<file path="src/pkg/fbioc_cfg.svh">
// offsets, field positions, reset values and codes of the i/o assembly codec
`ifndef FBIOC_CFG_SVH
`define FBIOC_CFG_SVH

// ==========================================================================
// register byte offsets (axi4-lite, one aligned word each)
`define FB_OFS_FMT 8'h00
`define FB_OFS_APPLY 8'h04
`define FB_OFS_WSEL01 8'h08
`define FB_OFS_WSEL23 8'h0c
`define FB_OFS_MAXSPD 8'h10
`define FB_OFS_LINK 8'h14
`define FB_OFS_DRVSTAT 8'h18
`define FB_OFS_MEAS 8'h1c
`define FB_OFS_CMDSTAT 8'h20

// ==========================================================================
// reset values
`define FB_RST_SEL 8'h00
`define FB_RST_WSEL 16'h0000
`define FB_RST_MAXSPD 16'h05dc
`define FB_RST_LINK 16'h0000
`define FB_RST_DRVSTAT 32'h0000_0000
`define FB_RST_MEAS 16'h0000

// ==========================================================================
// format selector codes
`define FB_OSEL_DEF 8'h00
`define FB_OSEL_EXT 8'h15
`define FB_OSEL_VEND 8'h64
`define FB_OSEL_ULINK 8'h66
`define FB_OSEL_U485 8'h6a
`define FB_ISEL_DEF 8'h00
`define FB_ISEL_EXT 8'h47
`define FB_ISEL_VEND 8'h65
`define FB_ISEL_ULINK 8'h67
`define FB_ISEL_U485 8'h6b

// ==========================================================================
// drive status register bit positions
`define FB_DS_ALARM 0
`define FB_DS_FWD 1
`define FB_DS_REV 2
`define FB_DS_READY 3
`define FB_DS_RUNNET 4
`define FB_DS_SPDNET 5
`define FB_DS_ATREF 6
`define FB_DS_DCBRK 7
`define FB_DS_SHUT 8
`define FB_DS_BRK 9
`define FB_DS_BUSOK 10
`define FB_DS_TLIM 11
`define FB_DS_VLIM 12
`define FB_DS_ILIM 13
`define FB_DS_ACC 14
`define FB_DS_DEC 15
`define FB_DS_PERR 16
`define FB_DS_PBUSY 17
`define FB_DS_STATE_LSB 24
`define FB_DS_STATE_MSB 26

// ==========================================================================
// drive state codes that mean the motor is being driven
`define FB_STATE_ACC 3'h4
`define FB_STATE_DEC 3'h5
`define FB_STATE_FDEC 3'h6

// ==========================================================================
// per-unit scale and bus responses
`define FB_PU_SCALE 34'sh0_4e20
`define FB_RESP_OKAY 2'h0
`define FB_RESP_SLVERR 2'h2
`define FB_RESP_DECERR 2'h3

`endif

</file>
<file path="src/pkg/fbioc_pkg.sv">
// types of the i/o assembly codec
package fbioc_pkg;
   // active output format
   typedef enum logic [3:0] {
      OUT_NONE = 4'b0001,
      OUT_EXT = 4'b0010,
      OUT_VEND = 4'b0100,
      OUT_USER = 4'b1000
   } fbioc_ofmt_type;
   // active input format
   typedef enum logic [3:0] {
      IN_NONE = 4'b0001,
      IN_EXT = 4'b0010,
      IN_VEND = 4'b0100,
      IN_USER = 4'b1000
   } fbioc_ifmt_type;
endpackage

</file>
<file path="src/rtl/fbioc_top.sv">
// i/o assembly codec: cyclic payload pack and unpack with axi4-lite setup
`timescale 1ns/1ps
`include "fbioc_cfg.svh"
module fbioc_top (
   // clock and reset
   input wire logic CLOCK,
   input wire logic SRST,
   // axi4-lite write channels
   input wire logic S_AXI_AWVALID,
   output logic S_AXI_AWREADY,
   input wire logic [7:0] S_AXI_AWADDR,
   input wire logic S_AXI_WVALID,
   output logic S_AXI_WREADY,
   input wire logic [31:0] S_AXI_WDATA,
   input wire logic [3:0] S_AXI_WSTRB,
   output logic S_AXI_BVALID,
   input wire logic S_AXI_BREADY,
   output logic [1:0] S_AXI_BRESP,
   // axi4-lite read channels
   input wire logic S_AXI_ARVALID,
   output logic S_AXI_ARREADY,
   input wire logic [7:0] S_AXI_ARADDR,
   output logic S_AXI_RVALID,
   input wire logic S_AXI_RREADY,
   output logic [31:0] S_AXI_RDATA,
   output logic [1:0] S_AXI_RRESP,
   // network payloads, byte 0 in the low bits
   input wire logic RX_VALID,
   input wire logic [63:0] RX_DATA,
   input wire logic TX_REQ,
   output logic TX_VALID,
   output logic [63:0] TX_DATA,
   // drive commands
   output logic RUN_AHEAD,
   output logic RUN_BACKWARD,
   output logic ALARM_CLEAR,
   output logic NET_RUN_SOURCE_REQ,
   output logic NET_SPEED_SOURCE_REQ,
   output logic [15:0] SPEED_CMD_RPM,
   output logic [12:0] VIRTUAL_TERMINAL_CMDS,
   // parameter writes
   output logic [3:0] PARAM_WR_STB,
   output logic [63:0] PARAM_WR_CODE,
   output logic [63:0] PARAM_WR_DATA
);

   // =======================================================================
   // declarations
   logic awready_q, bvalid_q, arready_q, rvalid_q;
   logic [1:0] bresp_q, rresp_q;
   logic [31:0] rdata_q;
   logic [7:0] out_sel_q, in_sel_q;
   logic [63:0] wsel_q;
   logic [15:0] max_speed_q, link_mode_q, meas_q;
   logic [31:0] drv_q;
   fbioc_pkg::fbioc_ofmt_type ofmt_q, ofmt_d;
   fbioc_pkg::fbioc_ifmt_type ifmt_q, ifmt_d;
   logic run_ahead_q, run_backward_q, alarm_clr_q;
   logic net_run_q, net_spd_q;
   logic [15:0] speed_q;
   logic [12:0] vterm_q;
   logic [3:0] pwr_stb_q;
   logic [63:0] pwr_code_q, pwr_data_q;
   logic tx_valid_q;
   logic [63:0] tx_data_q;

   // merge a write under its byte strobes
   function automatic logic [31:0] fbioc_merge(input logic [31:0] old,
         input logic [31:0] nw, input logic [3:0] strb);
      logic [31:0] r;
      r = old;
      for (int b = 0; b < 4; b++) begin
         if (strb[b]) begin
            r[b*8 +: 8] = nw[b*8 +: 8];
         end
      end
      return r;
   endfunction

   // =======================================================================
   // axi4-lite decode
   wire wr_fire = awready_q && S_AXI_AWVALID && S_AXI_WVALID;
   wire rd_fire = arready_q && S_AXI_ARVALID;
   wire w_fmt = (S_AXI_AWADDR == `FB_OFS_FMT);
   wire w_apply = (S_AXI_AWADDR == `FB_OFS_APPLY);
   wire w_ws01 = (S_AXI_AWADDR == `FB_OFS_WSEL01);
   wire w_ws23 = (S_AXI_AWADDR == `FB_OFS_WSEL23);
   wire w_max = (S_AXI_AWADDR == `FB_OFS_MAXSPD);
   wire w_link = (S_AXI_AWADDR == `FB_OFS_LINK);
   wire w_drv = (S_AXI_AWADDR == `FB_OFS_DRVSTAT);
   wire w_meas = (S_AXI_AWADDR == `FB_OFS_MEAS);
   wire w_ro = (S_AXI_AWADDR == `FB_OFS_CMDSTAT);
   wire w_hit = w_fmt | w_apply | w_ws01 | w_ws23 | w_max | w_link
      | w_drv | w_meas;
   wire [1:0] bresp_d = w_hit ? `FB_RESP_OKAY :
      (w_ro ? `FB_RESP_SLVERR : `FB_RESP_DECERR);
   wire apply_stb = wr_fire && w_apply && S_AXI_WSTRB[0] && S_AXI_WDATA[0];

   // bit-field views of the pending write
   wire [31:0] fmt_m = fbioc_merge({16'h0000, in_sel_q, out_sel_q},
      S_AXI_WDATA, S_AXI_WSTRB);
   wire [31:0] ws01_m = fbioc_merge(wsel_q[31:0], S_AXI_WDATA, S_AXI_WSTRB);
   wire [31:0] ws23_m = fbioc_merge(wsel_q[63:32], S_AXI_WDATA,
      S_AXI_WSTRB);
   wire [31:0] max_m = fbioc_merge({16'h0000, max_speed_q}, S_AXI_WDATA,
      S_AXI_WSTRB);
   wire [31:0] link_m = fbioc_merge({16'h0000, link_mode_q}, S_AXI_WDATA,
      S_AXI_WSTRB);
   wire [31:0] drv_m = fbioc_merge(drv_q, S_AXI_WDATA, S_AXI_WSTRB);
   wire [31:0] meas_m = fbioc_merge({16'h0000, meas_q}, S_AXI_WDATA,
      S_AXI_WSTRB);

   // read mux; unused high bits read zero except in the drive status word
   wire [31:0] cmd_stat = {speed_q, 12'h000, net_spd_q, net_run_q,
      run_backward_q, run_ahead_q};
   wire [31:0] rd_mux =
      (S_AXI_ARADDR == `FB_OFS_FMT) ? {16'h0000, in_sel_q, out_sel_q} :
      (S_AXI_ARADDR == `FB_OFS_APPLY) ? {20'h00000, ifmt_q, 4'h0, ofmt_q} :
      (S_AXI_ARADDR == `FB_OFS_WSEL01) ? wsel_q[31:0] :
      (S_AXI_ARADDR == `FB_OFS_WSEL23) ? wsel_q[63:32] :
      (S_AXI_ARADDR == `FB_OFS_MAXSPD) ? {16'h0000, max_speed_q} :
      (S_AXI_ARADDR == `FB_OFS_LINK) ? {16'h0000, link_mode_q} :
      (S_AXI_ARADDR == `FB_OFS_DRVSTAT) ? drv_q :
      (S_AXI_ARADDR == `FB_OFS_MEAS) ? {16'h0000, meas_q} :
      (S_AXI_ARADDR == `FB_OFS_CMDSTAT) ? cmd_stat : 32'h0000_0000;
   wire rd_hit = (S_AXI_ARADDR <= `FB_OFS_CMDSTAT)
      && (S_AXI_ARADDR[1:0] == 2'h0);

   // =======================================================================
   // axi4-lite handshakes
   // ready waits for both address and data so one edge takes the pair
   always_ff @(posedge CLOCK) begin
      if (SRST) begin
         awready_q <= 1'b0;
         bvalid_q <= 1'b0;
         bresp_q <= `FB_RESP_OKAY;
      end else begin
         awready_q <= S_AXI_AWVALID && S_AXI_WVALID && !awready_q
            && !bvalid_q;
         if (wr_fire) begin
            bvalid_q <= 1'b1;
            bresp_q <= bresp_d;
         end else if (S_AXI_BREADY) begin
            bvalid_q <= 1'b0;
         end
      end
   end

   // read side answers in the cycle after the address is taken
   always_ff @(posedge CLOCK) begin
      if (SRST) begin
         arready_q <= 1'b0;
         rvalid_q <= 1'b0;
         rdata_q <= 32'h0000_0000;
         rresp_q <= `FB_RESP_OKAY;
      end else begin
         arready_q <= S_AXI_ARVALID && !arready_q && !rvalid_q;
         if (rd_fire) begin
            rvalid_q <= 1'b1;
            rdata_q <= rd_hit ? rd_mux : 32'h0000_0000;
            rresp_q <= rd_hit ? `FB_RESP_OKAY : `FB_RESP_DECERR;
         end else if (S_AXI_RREADY) begin
            rvalid_q <= 1'b0;
         end
      end
   end

   // =======================================================================
   // configuration and drive status registers
   always_ff @(posedge CLOCK) begin
      if (SRST) begin
         out_sel_q <= `FB_RST_SEL;
         in_sel_q <= `FB_RST_SEL;
         wsel_q <= {4{`FB_RST_WSEL}};
         max_speed_q <= `FB_RST_MAXSPD;
         link_mode_q <= `FB_RST_LINK;
         drv_q <= `FB_RST_DRVSTAT;
         meas_q <= `FB_RST_MEAS;
      end else if (wr_fire) begin
         if (w_fmt) begin
            out_sel_q <= fmt_m[7:0];
            in_sel_q <= fmt_m[15:8];
         end
         if (w_ws01) wsel_q[31:0] <= ws01_m;
         if (w_ws23) wsel_q[63:32] <= ws23_m;
         if (w_max) max_speed_q <= max_m[15:0];
         if (w_link) link_mode_q <= link_m[15:0];
         if (w_drv) drv_q <= drv_m;
         if (w_meas) meas_q <= meas_m[15:0];
      end
   end

   // =======================================================================
   // format selection
   wire o_ext = (out_sel_q == `FB_OSEL_DEF) || (out_sel_q == `FB_OSEL_EXT);
   wire i_ext = (in_sel_q == `FB_ISEL_DEF) || (in_sel_q == `FB_ISEL_EXT);
   // the link-numbered user format wins over a mixed serial one
   wire o_user = (out_sel_q == `FB_OSEL_ULINK)
      || ((out_sel_q == `FB_OSEL_U485) && (in_sel_q == `FB_ISEL_ULINK));
   wire i_user = (in_sel_q == `FB_ISEL_ULINK)
      || ((in_sel_q == `FB_ISEL_U485) && (out_sel_q == `FB_OSEL_ULINK));
   assign ofmt_d = o_ext ? fbioc_pkg::OUT_EXT :
      (out_sel_q == `FB_OSEL_VEND) ? fbioc_pkg::OUT_VEND :
      o_user ? fbioc_pkg::OUT_USER : fbioc_pkg::OUT_NONE;
   assign ifmt_d = i_ext ? fbioc_pkg::IN_EXT :
      (in_sel_q == `FB_ISEL_VEND) ? fbioc_pkg::IN_VEND :
      i_user ? fbioc_pkg::IN_USER : fbioc_pkg::IN_NONE;
   wire [2:0] drv_state = drv_q[`FB_DS_STATE_MSB:`FB_DS_STATE_LSB];
   wire running = (drv_state == `FB_STATE_ACC)
      || (drv_state == `FB_STATE_DEC) || (drv_state == `FB_STATE_FDEC);

   // selectors latch only on a restart request while the drive is stopped
   always_ff @(posedge CLOCK) begin
      if (SRST) begin
         ofmt_q <= fbioc_pkg::OUT_EXT;
         ifmt_q <= fbioc_pkg::IN_EXT;
      end else if (apply_stb && !running) begin
         ofmt_q <= ofmt_d;
         ifmt_q <= ifmt_d;
      end
   end

   // =======================================================================
   // output payload decode
   wire is_ext = (ofmt_q == fbioc_pkg::OUT_EXT);
   wire is_vend = (ofmt_q == fbioc_pkg::OUT_VEND);
   wire is_user = (ofmt_q == fbioc_pkg::OUT_USER);
   wire [7:0] rb0 = RX_DATA[7:0];
   wire [7:0] rb1 = RX_DATA[15:8];
   wire [15:0] rword = RX_DATA[31:16];
   // per-unit back to rpm; a zero maximum gives zero speed
   wire signed [15:0] rx_pu = $signed(rword);
   wire signed [33:0] rx_prod = rx_pu * $signed({1'b0, max_speed_q});
   wire signed [33:0] rx_rpm = rx_prod / `FB_PU_SCALE;
   wire [3:0] wr_en;
   wire drive_fmt = is_ext || is_vend;
   // byte 1 of the extended format and the unused bits are not looked at
   wire ahead_d = drive_fmt ? rb0[0] : run_ahead_q;
   wire backward_d = drive_fmt ? rb0[1] : run_backward_q;
   wire aclr_d = is_ext ? rb0[2] : (is_vend && rb1[7]);
   wire netrun_d = is_ext ? rb0[5] : (is_vend ? 1'b0 : net_run_q);
   wire netspd_d = is_ext ? rb0[6] : (is_vend ? 1'b0 : net_spd_q);
   wire [15:0] speed_d = is_ext ? rword :
      (is_vend ? rx_rpm[15:0] : speed_q);
   wire [12:0] vterm_d = is_vend ? {rb1[6:0], rb0[7:2]} :
      (is_ext ? 13'h0000 : vterm_q);

   fbioc_wsel u_wsel (
      .sel(wsel_q),
      .en(wr_en)
   );

   // every field loads on the same edge so a word is never torn
   always_ff @(posedge CLOCK) begin
      if (SRST) begin
         run_ahead_q <= 1'b0;
         run_backward_q <= 1'b0;
         net_run_q <= 1'b0;
         net_spd_q <= 1'b0;
         speed_q <= 16'h0000;
         vterm_q <= 13'h0000;
      end else if (RX_VALID) begin
         run_ahead_q <= ahead_d;
         run_backward_q <= backward_d;
         net_run_q <= netrun_d;
         net_spd_q <= netspd_d;
         speed_q <= speed_d;
         vterm_q <= vterm_d;
      end
   end

   // alarm clear and parameter writes are one-cycle strobes per frame
   always_ff @(posedge CLOCK) begin
      if (SRST) begin
         alarm_clr_q <= 1'b0;
         pwr_stb_q <= 4'h0;
         pwr_code_q <= 64'h0000_0000_0000_0000;
         pwr_data_q <= 64'h0000_0000_0000_0000;
      end else begin
         alarm_clr_q <= RX_VALID && aclr_d;
         pwr_stb_q <= (RX_VALID && is_user) ? wr_en : 4'h0;
         if (RX_VALID && is_user) begin
            pwr_code_q <= wsel_q;
            pwr_data_q <= RX_DATA;
         end
      end
   end

   // =======================================================================
   // input payload build
   // the divider is large but runs only on register values, not the bus
   wire signed [33:0] tx_prod = $signed(meas_q) * `FB_PU_SCALE;
   wire signed [33:0] max_s = $signed({18'h00000, max_speed_q});
   wire signed [33:0] tx_pu = (max_speed_q == 16'h0000) ? 34'sh0_0000 :
      tx_prod / max_s;
   wire [7:0] eb0 = {drv_q[`FB_DS_ATREF], drv_q[`FB_DS_SPDNET],
      drv_q[`FB_DS_RUNNET], drv_q[`FB_DS_READY],
      drv_q[`FB_DS_REV], drv_q[`FB_DS_FWD], 1'b0,
      drv_q[`FB_DS_ALARM]};
   wire [7:0] eb1 = {5'h00, drv_state};
   wire [7:0] vb0 = {drv_q[`FB_DS_VLIM], drv_q[`FB_DS_TLIM],
      drv_q[`FB_DS_BUSOK], drv_q[`FB_DS_BRK],
      drv_q[`FB_DS_SHUT], drv_q[`FB_DS_DCBRK],
      drv_q[`FB_DS_REV], drv_q[`FB_DS_FWD]};
   wire link_active = (link_mode_q != 16'h0000);
   wire [7:0] vb1 = {drv_q[`FB_DS_PBUSY], drv_q[`FB_DS_PERR], 1'b0,
      link_active, drv_q[`FB_DS_ALARM], drv_q[`FB_DS_DEC],
      drv_q[`FB_DS_ACC], drv_q[`FB_DS_ILIM]};
   wire [63:0] tx_ext = {32'h0000_0000, meas_q, eb1, eb0};
   wire [63:0] tx_vend = {32'h0000_0000, tx_pu[15:0], vb1, vb0};
   // user input formats are not built here and read as zero
   wire [63:0] tx_pay = (ifmt_q == fbioc_pkg::IN_EXT) ? tx_ext :
      ((ifmt_q == fbioc_pkg::IN_VEND) ? tx_vend :
      64'h0000_0000_0000_0000);

   // one poll captures the whole payload in a single edge
   always_ff @(posedge CLOCK) begin
      if (SRST) begin
         tx_valid_q <= 1'b0;
         tx_data_q <= 64'h0000_0000_0000_0000;
      end else begin
         tx_valid_q <= TX_REQ;
         if (TX_REQ) tx_data_q <= tx_pay;
      end
   end

   // =======================================================================
   // port drive, all straight from flops
   assign S_AXI_AWREADY = awready_q;
   assign S_AXI_WREADY = awready_q;
   assign S_AXI_BVALID = bvalid_q;
   assign S_AXI_BRESP = bresp_q;
   assign S_AXI_ARREADY = arready_q;
   assign S_AXI_RVALID = rvalid_q;
   assign S_AXI_RDATA = rdata_q;
   assign S_AXI_RRESP = rresp_q;
   assign TX_VALID = tx_valid_q;
   assign TX_DATA = tx_data_q;
   assign RUN_AHEAD = run_ahead_q;
   assign RUN_BACKWARD = run_backward_q;
   assign ALARM_CLEAR = alarm_clr_q;
   assign NET_RUN_SOURCE_REQ = net_run_q;
   assign NET_SPEED_SOURCE_REQ = net_spd_q;
   assign SPEED_CMD_RPM = speed_q;
   assign VIRTUAL_TERMINAL_CMDS = vterm_q;
   assign PARAM_WR_STB = pwr_stb_q;
   assign PARAM_WR_CODE = pwr_code_q;
   assign PARAM_WR_DATA = pwr_data_q;
endmodule

</file>
<file path="src/rtl/fbioc_wsel.sv">
// write target selector arbitration for the user defined output format
`timescale 1ns/1ps
module fbioc_wsel (
   // four 16-bit selectors, selector 0 in the low bits
   input wire logic [63:0] sel,
   // enable per selector
   output logic [3:0] en
);
   genvar gi;
   // a selector is dropped when any higher-numbered one names the same target
   for (gi = 0; gi < 4; gi++) begin : g_en
      logic dup;
      always_comb begin
         dup = 1'b0;
         for (int j = gi + 1; j < 4; j++) begin
            if (sel[j*16 +: 16] == sel[gi*16 +: 16]) begin
               dup = 1'b1;
            end
         end
      end
      // code zero means unassigned
      assign en[gi] = (sel[gi*16 +: 16] != 16'h0000) && !dup;
   end
endmodule
</file>
<file path="config.mk">
export PLATFORM = sky130hd
export DESIGN_NAME = fbioc_top
export DESIGN_NICKNAME = d
export VERILOG_FILES = /design/src/pkg/fbioc_pkg.sv /design/src/rtl/fbioc_top.sv /design/src/rtl/fbioc_wsel.sv
export VERILOG_INCLUDE_DIRS = /design/src /design/src/pkg
export SDC_FILE = /design/constraint.sdc
export NUM_CORES = 2
export LEC_CHECK = 0
export BUFFER_PORTS_ARGS = -buffer_cell sky130_fd_sc_hd__buf_4
export CAP_MARGIN = 0
export CORE_ASPECT_RATIO = 1.25
export CORE_UTILIZATION = 60
export CTS_CLUSTER_SIZE = 10
export DETAILED_ROUTE_END_ITERATION = 8
export HOLD_SLACK_MARGIN = 0.08
export PLACE_DENSITY = 0.87
export RECOVER_POWER = 50
export SLEW_MARGIN = 20
export SYNTH_ARGS = -nofsm -noshare
export SYNTH_HDL_FRONTEND = slang
export SYNTH_SLANG_ARGS = --single-unit
export TNS_END_PERCENT = 20
</file>
<file path="constraint.sdc">
create_clock -name CLOCK -period 136.2 [get_ports CLOCK]
set_input_delay 27.24 -clock CLOCK [delete_from_list [all_inputs] [get_ports CLOCK]]
set_output_delay 27.24 -clock CLOCK [all_outputs]
set_load 0.1 [all_outputs]
</file>
==> impl_metrics.csv <==
group,metric,value,unit
die,die-area,122000,sq um
drt,antenna_left,0,
synthesis,avgSynthCellArea,7.20,sq um
synthesis,synth_top_family_by_area,"simple AND/OR/NAND/NOR gates",
sta,skew,0.0794,ns
synthesis,synthMuxAreaShare,0.0467,
synthesis,synth_flop_cell,"dfxtp_1",
grt,grt_pass1_vias,77800,
sta,worstMarginPinSlew,6.79,ns
place,place.gp.congestion,1.06,
drt,wl_met2,137,mm
drt,first_iter_violations,8166,
run_status,outcome,"finished with violations",
grt,grt_max_degree,155,
clock_tree,cts-htree-levels,2,
die,die_x,312,um
synthesis,synth_area_leaders,"dfxtp_1, ha_1, fa_1, a21oi_1, xnor2_1",
layout,final_cells,11700,
die,io_pins,397,
synthesis,ys_types,141,
clock_tree,tritoncts,"built",
drt,routed.top_layer,"met5",
layout,syn2layout_area_growth,6.18,%
synthesis,yosys.area.top_type,"dfxtp_1",
clock_tree,post_cts_resize_count,0,
setup_path,max_stage_delay,0.81,ns
run_status,failed_checks,"design-rule violations, max-capacitance violations, max-slew violations",
clock_tree,cts_inserted_buffers,49,
grt,antenna_found_initial,27,
sta,rsz0062_at_grt,"false",
clock_tree,cts_hold_buf,0,
sta,setup_viol,0,
setup_path,endpoint_kind,"flip-flop",
synthesis,synth_top_cell_area_share,0.112,
drt,vias,80200,
setup_path,crit_required,136.62,ns
drt,wire_per_inst,25.4,um
layout,layout-drive-gt1-share,0.0654,
synthesis,synth_edf_count,0,
grt,track_usage,0.466,
drt,drtPass1Iterations,9,
setup_path,cp_common_cell,"a21o_1",
place,dpl.cell_count,11700,
die,chipHeight,390,um
sta,slew_headroom,-3.53,
layout,fill_cells,10700,
setup_path,crit_buf_inv,26,
sta,slew_violations,323,
synthesis,synth_fa_ha_area_frac,0.177,
layout,fin_nets,11100,
synthesis,yosysSeqAreaShare,0.112,
place,io_buffers,363,
clock_tree,clk_latency,0.68,ns
place,dp_hpwl,229,mm
layout,multi_input_area,60300,sq um
die,core,120000,sq um
hold_path,hp-class,"reg -> reg",
job,maxCapViolations,5,
drt,viasPerCell,6.83,
die,row_count,142,
sta,fin_setup_tns,0,ns
clock_tree,postCtsSetupBuffers,0,
setup_path,path_delay_family,"compound AO/OA/AOI/OAI gates",
layout,ff_latch_area,8110,sq um
sta,finalHoldViolations,0,
sta,fmax,7.89,MHz
drt,drc_errors,35,
synthesis,synthTopCellsByCount,"nand2_1, nor2_1, a21oi_1",
setup_path,cpMaxStageDelayCell,"nor2_1",
drt,routed_wl,298,mm
synthesis,syn_area,72300,sq um
synthesis,yosys.area_share.simple,0.261,
setup_path,cp_data_arrival_time,127.18,ns
grt,grt_pass1_wl,444,mm
sta,layout_min_cycle_time,126.75,ns
synthesis,synth-xor-area-share,0.0959,
synthesis,synth_compound_area_frac,0.249,
synthesis,synth-seq-cells,405,
setup_path,criticalPathCategory,"reg -> reg",
synthesis,yosysMostFrequentCell,"nand2_1",
clock_tree,clockBufferDepth,3,
synthesis,syn_inst,10000,
sta,period_share,0.931,
drt,wl_met3,29.0,mm
drt,wl_met1,96.7,mm
synthesis,async_flop_share,0,
clock_tree,clkTransAtPathRegs,0.06,ns
setup_path,cp_max_fo,46,
synthesis,ys_warn_count,0,
die,start_util,0.604,
grt,grt-ovfl-total,0,
clock_tree,cts-root-buf,"clkbuf_16",
setup_path,start_kind,"flip-flop",
clock_tree,clkSinkCount,405,
==> registers in the layout (all words and copies together) (netlist names), 2 cells and up <==
signal	flops
VIRTUAL_TERMINAL_CMDS	13
PARAM_WR_CODE	64
meas_q	16
S_AXI_BRESP	2
ofmt_q	4
link_mode_q	16
SPEED_CMD_RPM	16
out_sel_q	8
drv_q	32
ifmt_q	4
PARAM_WR_STB	4
PARAM_WR_DATA	64
wsel_q	64
S_AXI_RDATA	32
max_speed_q	16
TX_DATA	31
in_sel_q	8
==> metal layers <==
layer | up-vias | GRT usage
li1 | 36200 | -
met1 | 37400 | 0.457
met2 | 4790 | 0.792
met3 | 1835 | 0.117
met4 | 38 | 0.459
met5 | - | 0
==> final timing paths <==
path / endpoint / slack [ns] / from / depth (start not counted)
worst max-delay path: TX_DATA[18] / 9.45 / meas_q[5] / 574
worst min-delay path: VIRTUAL_TERMINAL_CMDS[12] / 0.45 / VIRTUAL_TERMINAL_CMDS[12] / 2
worst max register to register: TX_DATA[18] / 9.45 / meas_q[5] / 574
worst min register to register: VIRTUAL_TERMINAL_CMDS[12] / 0.45 / VIRTUAL_TERMINAL_CMDS[12] / 2
==> stage by stage <==
stage | setup WS [ns] | util | hold slack, ns | instance area, sq um
2_1_floorplan | 26.26 | - | 0.461 | 72400
3_3_place_gp | 14.36 | 0.636 | 0.442 | 76200
3_5_place_dp | 11.41 | 0.636 | 0.444 | 76200
4_1_cts | 10.80 | 0.648 | 0.452 | 77600
5_1_grt | 0.204 | 0.641 | 0.464 | 76800
6_report | 9.45 | 0.641 | 0.448 | 76800
==> layout by cell type (no fill, tap or decap), drive strengths merged, types with 274 or more instances in the layout <==
master / n
nand2: 1139
nor2: 1051
a21oi: 889
ha: 634
inv: 584
xnor2: 509
o21ai: 486
dfxtp: 405
clkbuf: 279
xor2: 274
==> cells by family after synthesis <==
| group | count (synthesis) |
|---|---|
| and+or+nand+nor | 3856 |
| other | 1 |
| muxes | 326 |
| AOI/OAI and AO/OA | 2736 |
| adders and majority gates | 881 |
| DFF | 405 |
| buffers and inverters | 1060 |
| xor gates and xnor gates | 783 |
==> worst min-delay path, stage by stage (launching register included) <==
cell	delay, ns
dfxtp_1	0.30
nand2_1	0.05
a21oi_1	0.05
==> cell type report <==
cell class / instances / share of cell area
multi-input combinational: 8617 / 0.785
sequential: 405 / 0.106
timing repair buffer: 487 / 0.0366
inverter: 585 / 0.0286
tap: 1584 / 0.0258
clock buffer: 53 / 0.0164
clock inverter: 8 / 0.00156
antenna: 6 / 0.000196
Power is left out: the tool's default activity adds up to more than one toggle a clock period on the data nets, which glitch-free logic cannot reach.
